[src/drm_pkg.sv]
// Shared constants for the dual-slope resistance meter.
package drm_pkg;

  // Clock period of the controller clock in nanoseconds.
  localparam int unsigned CLK_PERIOD_NS = 10;

  // Discharge time before each charge phase, in nanoseconds.
  localparam int unsigned DISCHARGE_NS  = 100000;
  // Discharge time as clock cycles, at least one cycle.
  localparam int unsigned DISCHARGE_CYC =
    (DISCHARGE_NS + CLK_PERIOD_NS - 1) / CLK_PERIOD_NS;

  // Width of the measurement port and the roles of its pins.
  localparam int unsigned PORT_W      = 8;
  localparam int unsigned CAPTURE_IDX = 0;
  localparam int unsigned REF_IDX     = 2;
  localparam int unsigned VAR_IDX     = 3;

  // Timer width and the default prescaler of the charge-time counter.
  localparam int unsigned CNT_W    = 16;
  localparam int unsigned PRESCALE = 8;

  // Default resistances in ohms.
  localparam int unsigned REF_OHM    = 10000;
  localparam int unsigned SERIES_OHM = 1000;
  localparam int unsigned R25_OHM    = 1970;

  // Quadratic sensor law, coefficients as printed.
  localparam real ALPHA_PER_K  = 7.88e-3;
  localparam real BETA_PER_K2  = 1.937e-5;
  localparam int  REF_TEMP_C   = 25;

  // Fixed point: temperature step is 1/16 K, law scaled by 2^32.
  localparam int unsigned    TEMP_FRAC = 4;
  localparam int unsigned    TEMP_W    = 12;
  localparam int unsigned    LAW_SHIFT = 32;
  localparam longint         LAW_ONE   = 64'sh0000_0001_0000_0000;
  localparam longint         COEF_A    =
    longint'(ALPHA_PER_K * 4294967296.0 / 16.0);
  localparam longint         COEF_B    =
    longint'(BETA_PER_K2 * 4294967296.0 / 256.0);
  // Search offset: code 2048 stands for the reference temperature.
  localparam logic [12:0]    TEMP_MID  = 13'h0800;
  localparam logic [15:0]    TEMP_REF_Q =
    16'(REF_TEMP_C * (1 << TEMP_FRAC));

  // Measurement sequence states.
  typedef enum logic [3:0] {
    ST_IDLE     = 4'b0000,
    ST_DIS_REF  = 4'b0001,
    ST_CHG_REF  = 4'b0010,
    ST_DIS_VAR  = 4'b0011,
    ST_CHG_VAR  = 4'b0100,
    ST_DIV_GO   = 4'b0101,
    ST_DIV_WAIT = 4'b0110,
    ST_SERIES   = 4'b0111,
    ST_TEMP     = 4'b1000,
    ST_FINISH   = 4'b1001
  } drm_state_e;

endpackage

[src/drm_meter.sv]
// Dual-slope resistance meter: port sequencing, capture and arithmetic.
`timescale 1ns/1ps
// Function
// - Drive whole port low before each charge.
// - Raise reference pin and start counter together.
// - Other port pins high impedance while charging.
// - Threshold crossing latches count, raises capture event.
// - Keep reference count, then discharge again.
// - Repeat sequence through the variable-charge pin.
// - Unknown resistance equals reference times count ratio.
// - Subtract series resistor to get sensor resistance.
// - Temperature from quadratic law around 25 degrees.
module drm_meter
  import drm_pkg::*;
#(
  parameter int unsigned PORT_WIDTH    = drm_pkg::PORT_W,
  parameter int unsigned CNT_WIDTH     = drm_pkg::CNT_W,
  parameter int unsigned PRESCALE_DIV  = drm_pkg::PRESCALE,
  parameter int unsigned DISCHARGE_CYC = drm_pkg::DISCHARGE_CYC,
  parameter int unsigned REF_OHMS      = drm_pkg::REF_OHM,
  parameter int unsigned SERIES_OHMS   = drm_pkg::SERIES_OHM,
  parameter int unsigned R25_OHMS      = drm_pkg::R25_OHM
) (
  input  wire logic                  clk_i,
  input  wire logic                  rst_i,
  input  wire logic                  clk_en_i,
  input  wire logic                  start_i,
  input  wire logic                  capture_sense_i,
  output logic [PORT_WIDTH-1:0]      port_o,
  output logic [PORT_WIDTH-1:0]      port_oe_n_o,
  output logic [CNT_WIDTH-1:0]       reference_charge_count_o,
  output logic [CNT_WIDTH-1:0]       variable_charge_count_o,
  output logic [31:0]                unknown_resistance_o,
  output logic [31:0]                sensor_resistance_o,
  output logic signed [15:0]         temperature_o,
  output logic                       capture_o,
  output logic                       busy_o,
  output logic                       done_o,
  output logic                       error_o
);

  import drm_pkg::*;

  localparam logic [CNT_WIDTH-1:0] CNT_MAX = {CNT_WIDTH{1'b1}};
  localparam logic [15:0] PRE_LAST  = 16'(PRESCALE_DIV - 1);
  localparam logic [31:0] DIS_LAST  = 32'(DISCHARGE_CYC - 1);

  drm_state_e              state_q, state_d;   // Sequence state.
  logic [PORT_WIDTH-1:0]   port_q, port_d;     // Pin output levels.
  logic [PORT_WIDTH-1:0]   oe_n_q, oe_n_d;     // Pin enables, low drives.
  logic [2:0]              sync_q, sync_d;     // Three-stage pin sync.
  logic                    lvl_q, lvl_d;       // Debounced sense level.
  logic [15:0]             pre_q, pre_d;       // Timer prescaler.
  logic [CNT_WIDTH-1:0]    cnt_q, cnt_d;       // Charge-time counter.
  logic [31:0]             dis_q, dis_d;       // Discharge timer.
  logic [CNT_WIDTH-1:0]    reference_charge_count_q, reference_charge_count_d;     // Reference count.
  logic [CNT_WIDTH-1:0]    variable_charge_count_q, variable_charge_count_d;     // Variable count.
  logic [31:0]             unknown_resistance_q, unknown_resistance_d;     // Unknown resistance.
  logic [31:0]             rsen_q, rsen_d;     // Sensor resistance.
  logic [TEMP_W-1:0]       tcode_q, tcode_d;   // Search code.
  logic [3:0]              tbit_q, tbit_d;     // Search bit index.
  logic signed [15:0]      temp_q, temp_d;     // Temperature, 1/16 C.
  logic                    cap_q, cap_d;       // Capture event pulse.
  logic                    done_q, done_d;     // Completion pulse.
  logic                    err_q, err_d;       // Sticky abort flag.
  logic                    busy_q, busy_d;     // Sequence running.
  logic                    div_start;          // Divider launch.
  logic                    div_done;           // Divider finished.
  logic [31:0]             div_quo;            // Divider result.
  logic [31:0]             div_num;            // Reference times count.

  // The ratio is formed as (Reference_resistance * variable_charge_count) / reference_charge_count in one divide.
  assign div_num   = 32'(REF_OHMS) * 32'(variable_charge_count_q);
  assign div_start = (state_q == ST_DIV_GO);

  drm_div #(
    .W (32)
  ) u_div (
    .clk_i   (clk_i),
    .rst_i   (rst_i),
    .en_i    (clk_en_i),
    .start_i (div_start),
    .num_i   (div_num),
    .den_i   ({{(32-CNT_WIDTH){1'b0}}, reference_charge_count_q}),
    .done_o  (div_done),
    .quo_o   (div_quo)
  );

  // Next-state logic for the whole measurement sequence.
  always_comb begin
    logic                rise;
    logic                tick;
    logic [TEMP_W-1:0]   trial;
    logic signed [63:0]  dq;
    logic signed [63:0]  law;
    logic signed [63:0]  lhs;
    rise    = 1'b0;
    tick    = 1'b0;
    trial   = '0;
    dq      = '0;
    law     = '0;
    lhs     = '0;
    state_d = state_q;
    port_d  = port_q;
    oe_n_d  = oe_n_q;
    pre_d   = pre_q;
    cnt_d   = cnt_q;
    dis_d   = dis_q;
    reference_charge_count_d  = reference_charge_count_q;
    variable_charge_count_d  = variable_charge_count_q;
    unknown_resistance_d  = unknown_resistance_q;
    rsen_d  = rsen_q;
    tcode_d = tcode_q;
    tbit_d  = tbit_q;
    temp_d  = temp_q;
    err_d   = err_q;
    cap_d   = 1'b0;
    done_d  = 1'b0;

    // The first stage feeds only the second; the level moves once the
    // second and third stages agree, which rejects a single glitch.
    sync_d = {sync_q[1:0], capture_sense_i};
    lvl_d  = (sync_q[1] == sync_q[2]) ? sync_q[2] : lvl_q;
    rise   = (sync_q[1] == sync_q[2]) && sync_q[2] && !lvl_q;

    // Prescaled timer tick; the prescaler restarts with each charge.
    if (pre_q == PRE_LAST) begin
      pre_d = 16'h0000;
      tick  = 1'b1;
    end else begin
      pre_d = pre_q + 16'h0001;
    end

    case (state_q)
      ST_IDLE: begin
        if (start_i) begin
          // Whole port low and driven, so the capacitor empties.
          port_d  = '0;
          oe_n_d  = '0;
          dis_d   = 32'h0000_0000;
          err_d   = 1'b0;
          state_d = ST_DIS_REF;
        end
      end
      ST_DIS_REF, ST_DIS_VAR: begin
        dis_d = dis_q + 32'h0000_0001;
        if (dis_q == DIS_LAST) begin
          // Raise one charge pin and float every other pin in the same
          // edge as the counter restarts, so timing begins exactly here.
          port_d = '0;
          oe_n_d = '1;
          if (state_q == ST_DIS_REF) begin
            port_d[REF_IDX] = 1'b1;
            oe_n_d[REF_IDX] = 1'b0;
            state_d         = ST_CHG_REF;
          end else begin
            port_d[VAR_IDX] = 1'b1;
            oe_n_d[VAR_IDX] = 1'b0;
            state_d         = ST_CHG_VAR;
          end
          cnt_d = '0;
          pre_d = 16'h0000;
        end
      end
      ST_CHG_REF, ST_CHG_VAR: begin
        if (rise) begin
          // Threshold crossed: latch the running count, pulse capture and discharge.
          cap_d = 1'b1;
          if (state_q == ST_CHG_REF) begin
            reference_charge_count_d  = cnt_q;
            state_d = ST_DIS_VAR;
          end else begin
            variable_charge_count_d  = cnt_q;
            state_d = ST_DIV_GO;
          end
          port_d = '0;
          oe_n_d = '0;
          dis_d  = 32'h0000_0000;
        end else if (tick) begin
          if (cnt_q == CNT_MAX) begin
            // No crossing before wrap: the count would be meaningless,
            // so discharge, give up and report rather than reuse it.
            err_d   = 1'b1;
            port_d  = '0;
            oe_n_d  = '0;
            state_d = ST_FINISH;
          end else begin
            cnt_d = cnt_q + CNT_WIDTH'(1'b1);
          end
        end
      end
      ST_DIV_GO: begin
        // A zero reference count cannot be divided; treat as failure.
        if (reference_charge_count_q == '0) begin
          err_d   = 1'b1;
          state_d = ST_FINISH;
        end else begin
          state_d = ST_DIV_WAIT;
        end
      end
      ST_DIV_WAIT: begin
        if (div_done) begin
          unknown_resistance_d  = div_quo;
          state_d = ST_SERIES;
        end
      end
      ST_SERIES: begin
        // Clamp at zero: a short sensor must not wrap to a huge value.
        if (unknown_resistance_q > 32'(SERIES_OHMS)) begin
          rsen_d = unknown_resistance_q - 32'(SERIES_OHMS);
        end else begin
          rsen_d = 32'h0000_0000;
        end
        tcode_d = '0;
        tbit_d  = 4'(TEMP_W - 1);
        state_d = ST_TEMP;
      end
      ST_TEMP: begin
        // Binary search for the largest offset whose law value stays at
        // or below the measured ratio; the law rises over this range,
        // which avoids a square root at the cost of twelve cycles.
        trial        = tcode_q;
        trial[tbit_q] = 1'b1;
        dq  = 64'(signed'({1'b0, trial})) - 64'(signed'(TEMP_MID));
        law = LAW_ONE + COEF_A * dq + COEF_B * dq * dq;
        lhs = 64'(signed'({1'b0, rsen_q})) <<< LAW_SHIFT;
        if (law * 64'(R25_OHMS) <= lhs) begin
          tcode_d = trial;
        end
        if (tbit_q == 4'h0) begin
          state_d = ST_FINISH;
        end else begin
          tbit_d = tbit_q - 4'h1;
        end
      end
      ST_FINISH: begin
        // Result in 1/16 C: reference temperature plus the offset.
        if (!err_q) begin
          temp_d = signed'(TEMP_REF_Q) +
                   signed'(16'(tcode_q)) - signed'(16'(TEMP_MID));
        end
        done_d  = 1'b1;
        state_d = ST_IDLE;
      end
      default: begin
        state_d = ST_IDLE;
      end
    endcase

    // Busy follows the next state, so its flop matches the state flop.
    busy_d = (state_d != ST_IDLE);
  end

  // State registers; a low clock enable freezes the whole block.
  always_ff @(posedge clk_i or posedge rst_i) begin
    if (rst_i) begin
      state_q <= ST_IDLE;
      port_q  <= '0;
      oe_n_q  <= '0;
      sync_q  <= 3'h0;
      lvl_q   <= 1'b0;
      pre_q   <= 16'h0000;
      cnt_q   <= '0;
      dis_q   <= 32'h0000_0000;
      reference_charge_count_q  <= '0;
      variable_charge_count_q  <= '0;
      unknown_resistance_q  <= 32'h0000_0000;
      rsen_q  <= 32'h0000_0000;
      tcode_q <= '0;
      tbit_q  <= 4'h0;
      temp_q  <= 16'sh0000;
      cap_q   <= 1'b0;
      done_q  <= 1'b0;
      err_q   <= 1'b0;
      busy_q  <= 1'b0;
    end else if (clk_en_i) begin
      state_q <= state_d;
      port_q  <= port_d;
      oe_n_q  <= oe_n_d;
      sync_q  <= sync_d;
      lvl_q   <= lvl_d;
      pre_q   <= pre_d;
      cnt_q   <= cnt_d;
      dis_q   <= dis_d;
      reference_charge_count_q  <= reference_charge_count_d;
      variable_charge_count_q  <= variable_charge_count_d;
      unknown_resistance_q  <= unknown_resistance_d;
      rsen_q  <= rsen_d;
      tcode_q <= tcode_d;
      tbit_q  <= tbit_d;
      temp_q  <= temp_d;
      cap_q   <= cap_d;
      done_q  <= done_d;
      err_q   <= err_d;
      busy_q  <= busy_d;
    end
  end

  // Every output is a flip-flop, so no decode glitch reaches a pin.
  assign port_o                   = port_q;
  assign port_oe_n_o              = oe_n_q;
  assign reference_charge_count_o = reference_charge_count_q;
  assign variable_charge_count_o  = variable_charge_count_q;
  assign unknown_resistance_o     = unknown_resistance_q;
  assign sensor_resistance_o      = rsen_q;
  assign temperature_o            = temp_q;
  assign capture_o                = cap_q;
  assign done_o                   = done_q;
  assign error_o                  = err_q;
  assign busy_o                   = busy_q;

endmodule

[src/drm_div.sv]
// Unsigned restoring divider used for the resistance ratio.
`timescale 1ns/1ps
module drm_div #(
  parameter int unsigned W = 32
) (
  input  wire logic         clk_i,
  input  wire logic         rst_i,
  input  wire logic         en_i,
  input  wire logic         start_i,
  input  wire logic [W-1:0] num_i,
  input  wire logic [W-1:0] den_i,
  output logic              done_o,
  output logic [W-1:0]      quo_o
);

  logic         busy_q, busy_d;   // Division in progress.
  logic [7:0]   cnt_q, cnt_d;     // Remaining quotient bits.
  logic [W-1:0] num_q, num_d;     // Dividend, shifted out at the top.
  logic [W-1:0] den_q, den_d;     // Divisor, held for the run.
  logic [W:0]   rem_q, rem_d;     // Partial remainder, one spare bit.
  logic [W-1:0] quo_q, quo_d;     // Quotient, shifted in at the bottom.
  logic         done_q, done_d;   // One-cycle completion pulse.

  // One quotient bit per cycle; slow but tiny, and time is plentiful.
  always_comb begin
    logic [W:0] trial;
    trial  = '0;
    busy_d = busy_q;
    cnt_d  = cnt_q;
    num_d  = num_q;
    den_d  = den_q;
    rem_d  = rem_q;
    quo_d  = quo_q;
    done_d = 1'b0;
    if (start_i && !busy_q) begin
      // Load a fresh operand pair.
      busy_d = 1'b1;
      cnt_d  = 8'(W);
      num_d  = num_i;
      den_d  = den_i;
      rem_d  = '0;
      quo_d  = '0;
    end else if (busy_q) begin
      // Shift in the next dividend bit and try a subtraction.
      trial = {rem_q[W-1:0], num_q[W-1]};
      num_d = {num_q[W-2:0], 1'b0};
      if (trial >= {1'b0, den_q}) begin
        rem_d = trial - {1'b0, den_q};
        quo_d = {quo_q[W-2:0], 1'b1};
      end else begin
        rem_d = trial;
        quo_d = {quo_q[W-2:0], 1'b0};
      end
      cnt_d = cnt_q - 8'h01;
      if (cnt_q == 8'h01) begin
        busy_d = 1'b0;
        done_d = 1'b1;
      end
    end
  end

  // Registers only; the clock enable freezes everything.
  always_ff @(posedge clk_i or posedge rst_i) begin
    if (rst_i) begin
      busy_q <= 1'b0;
      cnt_q  <= 8'h00;
      num_q  <= '0;
      den_q  <= '0;
      rem_q  <= '0;
      quo_q  <= '0;
      done_q <= 1'b0;
    end else if (en_i) begin
      busy_q <= busy_d;
      cnt_q  <= cnt_d;
      num_q  <= num_d;
      den_q  <= den_d;
      rem_q  <= rem_d;
      quo_q  <= quo_d;
      done_q <= done_d;
    end
  end

  assign done_o = done_q;
  assign quo_o  = quo_q;

endmodule

[config.mk]
export PLATFORM = sky130hd
export DESIGN_NAME = drm_meter
export DESIGN_NICKNAME = d
export VERILOG_FILES = /design/src/drm_pkg.sv /design/src/drm_meter.sv /design/src/drm_div.sv
export SDC_FILE = /design/constraint.sdc
export NUM_CORES = 2
export LEC_CHECK = 0
export ABC_AREA = 1
export ABC_CLOCK_PERIOD_IN_PS = 16850
export BUFFER_PORTS_ARGS = -buffer_cell sky130_fd_sc_hd__buf_2
export CAP_MARGIN = 20
export CORE_MARGIN = 10
export CORE_UTILIZATION = 56
export CTS_BUF_LIST = sky130_fd_sc_hd__clkbuf_4 sky130_fd_sc_hd__clkbuf_8 sky130_fd_sc_hd__clkbuf_16
export CTS_CLUSTER_DIAMETER = 60
export DETAILED_ROUTE_END_ITERATION = 10
export PLACE_DENSITY = 0.86
export SYNTH_ARGS = -nofsm -noshare
export SYNTH_HDL_FRONTEND = slang
export SYNTH_SLANG_ARGS = --single-unit
[constraint.sdc]
create_clock -name clk_i -period 16.85 [get_ports clk_i]
set_input_delay 1.685 -clock clk_i [delete_from_list [all_inputs] [get_ports clk_i]]
set_output_delay 1.685 -clock clk_i [all_outputs]
set_load 0.01 [all_outputs]
==> impl_metrics.tcl <==
set metrics [dict create \
    grt_usage_pct 26.12 \
    wl_mm 122.8 \
    most-common-layout-cells "inv_1, nand2_1, fa_1, ha_1, nor2_1" \
    clkLatencyLatePin_ns 0.58 \
    drtAntennaViolNets 0 \
    vias 37550 \
    synth-seq-area-share_pct 18.08 \
    ys.flop_type "dfrtp_1" \
    syn_inst 5318 \
    crit_required_ns 17.34 \
    synth_edf_count 0 \
    root_buffer "clkbuf_16" \
    cts_tree "done" \
    firstDrtPassIters 8 \
    r2r_cells 84 \
    synth_area_per_cell_um2 8.405 \
    port_buffers 130 \
    multiInputGateArea_um2 32460 \
    worstPathMaxFanout 6 \
    core_area_um2 79000 \
    status "finished, final reports clean" \
    first_iter_violations 3413 \
    final_core_util_pct 62.92 \
    crit_type "reg2reg" \
    cap_violations 0 \
    grt_first_pass_wirelength_mm 195.5 \
    start_util_pct 56.58 \
    clock-skew-final_ns 0.01893 \
    slowest_delay_ns 0.55 \
    place_congestion 0.9838 \
    fillers 6099 \
    max_freq_mhz 59.75 \
    h-tree-depth 1 \
    hold_path.class "reg2reg" \
    layout_commonest_cell "inv_1" \
    place_hpwl_mm 95.95 \
    fin_crit_sh_pct 99.32 \
    slew_violations 0 \
    cts_buffers 29 \
    wl_per_cell_um 18.53 \
    die_area_um2 91520 \
    drc_errors 0 \
    arrival_ns 17.23 \
    yosysUniqueCellTypes 73 \
    ys_warn_count 0 \
    num_rows 103 \
    maxSlewHeadroom_pct 24.26 \
    io_pins 137 \
    post-route-min-period_ns 16.74 \
    finalSetupViolCount 0 \
    overflow 0 \
    synth_area_um2 44700 \
    startpoint_type "register" \
    endpoint_kind "register" \
    ys_async_sr_fraction_pct 100.0 \
    crit_top_cell "nand2_1" \
    die_x_um 302.5 \
    grt_pass1_vias 38720 \
    clk_pin_slew_ns 0.07 \
    syn_to_final_growth_pct 11.21 \
    cts_sinks 323 \
    layout.area.seq_um2 8088 \
    ctsHoldBuffers 0 \
    avgViaCountPerCell 5.667 \
    cts.path.max_buffers 3 \
    hold_viol_final 0 \
    holdPathStages 2 \
    drive_gt1_share_pct 10.94 \
    synth_seq_cells 323 \
    grt_max_degree 124 \
    slowest_stage "fa_1" \
    antenna_found_initial 2 \
    max_slew.worst_pin.slew_ns 1.132 \
    die_h_um 302.5 \
    fin_nets 6712 \
]
==> flip-flops by register name, indices dropped and copies added (netlist names), 3 cells and up <==
register / cells
dis_q: 32
sensor_resistance_o: 32
u_div.quo_o: 32
u_div.rem_q: 32
unknown_resistance_o: 32
u_div.num_q: 28
cnt_q: 16
pre_q: 16
reference_charge_count_o: 16
u_div.den_q: 16
variable_charge_count_o: 16
temperature_o: 14
tcode_q: 12
u_div.cnt_q: 8
state_q: 4
tbit_q: 4
port_oe_n_o: 3
sync_q: 3
==> path summary, 6_finish.rpt <==
| check | from | to | slack, ns |
|---|---|---|---|
| setup / recovery | tbit_q[0] | tcode_q[2] | 0.11 |
| hold / removal | sync_q[0] | sync_q[0] | 0.47 |
| setup reg to reg | tbit_q[0] | tcode_q[2] | 0.11 |
| hold reg to reg | sync_q[0] | sync_q[0] | 0.47 |
| max in group asynchronous | rst_i | variable_charge_count_o[4] | 13.43 |
| min in group asynchronous | rst_i | sensor_resistance_o[17] | 1.24 |
==> layer usage <==
| metal | GRT usage (%) | wire length [um] | share of wire (%) |
|---|---|---|---|
| met2 | 44.52 | 60170 | 49 |
| met4 | 9.984 | 5877 | 4.8 |
| met1 | 33.34 | 46310 | 38 |
| met3 | 3.870 | 10400 | 8.5 |
| met5 | 0 | 42 | 0.034 |
==> synth_stat cells, types with 11 or more instances <==
| master | n | area, um^2 |
|---|---|---|
| clkinv_1 | 12 | 45.04 |
| o21ai_1 | 13 | 65.06 |
| a21oi_1 | 202 | 1011 |
| inv_2 | 11 | 41.29 |
| o211ai_1 | 11 | 82.58 |
| nand3_1 | 138 | 690.7 |
| xnor2_1 | 52 | 455.4 |
| xor2_1 | 108 | 945.9 |
| buf_4 | 16 | 120.1 |
| o221ai_1 | 18 | 157.7 |
| o22ai_1 | 70 | 437.9 |
| nor2_1 | 472 | 1772 |
| dfrtp_1 | 323 | 8083 |
| inv_1 | 1233 | 4628 |
| ha_1 | 516 | 6456 |
| clkbuf_1 | 76 | 285.3 |
| nand4_1 | 63 | 394.1 |
| a31oi_1 | 23 | 143.9 |
| fa_1 | 635 | 12710 |
| o31ai_1 | 12 | 90.09 |
| o21ai_0 | 238 | 1191 |
| a21o_1 | 11 | 82.58 |
| or2_2 | 11 | 68.82 |
| nor3_1 | 53 | 265.3 |
| nand2_1 | 824 | 3093 |
| o21a_1 | 13 | 97.59 |
| nor4_1 | 27 | 168.9 |
==> critical path, delay by kind of cell, from the launching register on <==
kind / cells / cell delay [ns]
adders and majority gates: 22 / 9.08
and+or+nand+nor: 33 / 4.26
buffers and inverters: 24 / 1.92
AOI/OAI and AO/OA: 5 / 0.91
DFF: 1 / 0.49
==> cells by family after synthesis <==
logic type                 synth area share (%)
and+or+nand+nor                           15.68
other                                  0.008390
xor gates and xnor gates                  3.135
AOI/OAI and AO/OA                         8.532
buffers and inverters                     11.68
DFF                                       18.08
adders and majority gates                 42.88
==> through the flow <==
stage / TNS [ns] / setup slack [ns] / hold WS, ns / instance area [um^2] / instances
after global routing: -4.649 / -0.4372 / 0.5072 / 49700 / 6626
after detailed placement: -7.469 / -0.6376 / 0.4577 / 47100 / 6511
after global placement: -1.295 / -0.1161 / 0.4511 / 47100 / 6511
after CTS: 0 / 0.009724 / 0.4766 / 48240 / 6564
after floorplan: 0 / 0.07650 / 0.4347 / 44730 / 5323
final: 0 / 0.1140 / 0.4724 / 49710 / 6627
==> area by class of cell <==
cell class | count | share of cell area (%)
multi-input combinational | 3632 | 65.30
tap | 1050 | 2.643
clock buffer | 36 | 1.603
clock inverter | 15 | 0.4330
sequential | 323 | 16.27
inverter | 1261 | 9.603
timing repair buffer | 309 | 4.146
antenna | 1 | 0.005034
==> timing repair <==
item,CTS,global route
setup endpoints to repair,12,12
resized for setup,23,209
pin swaps,2,83
setup buffers,2,58
gates cloned,0,2
Power is not shown: default switching activity piles up to over one toggle a cycle in this logic, so the estimate is an artifact.
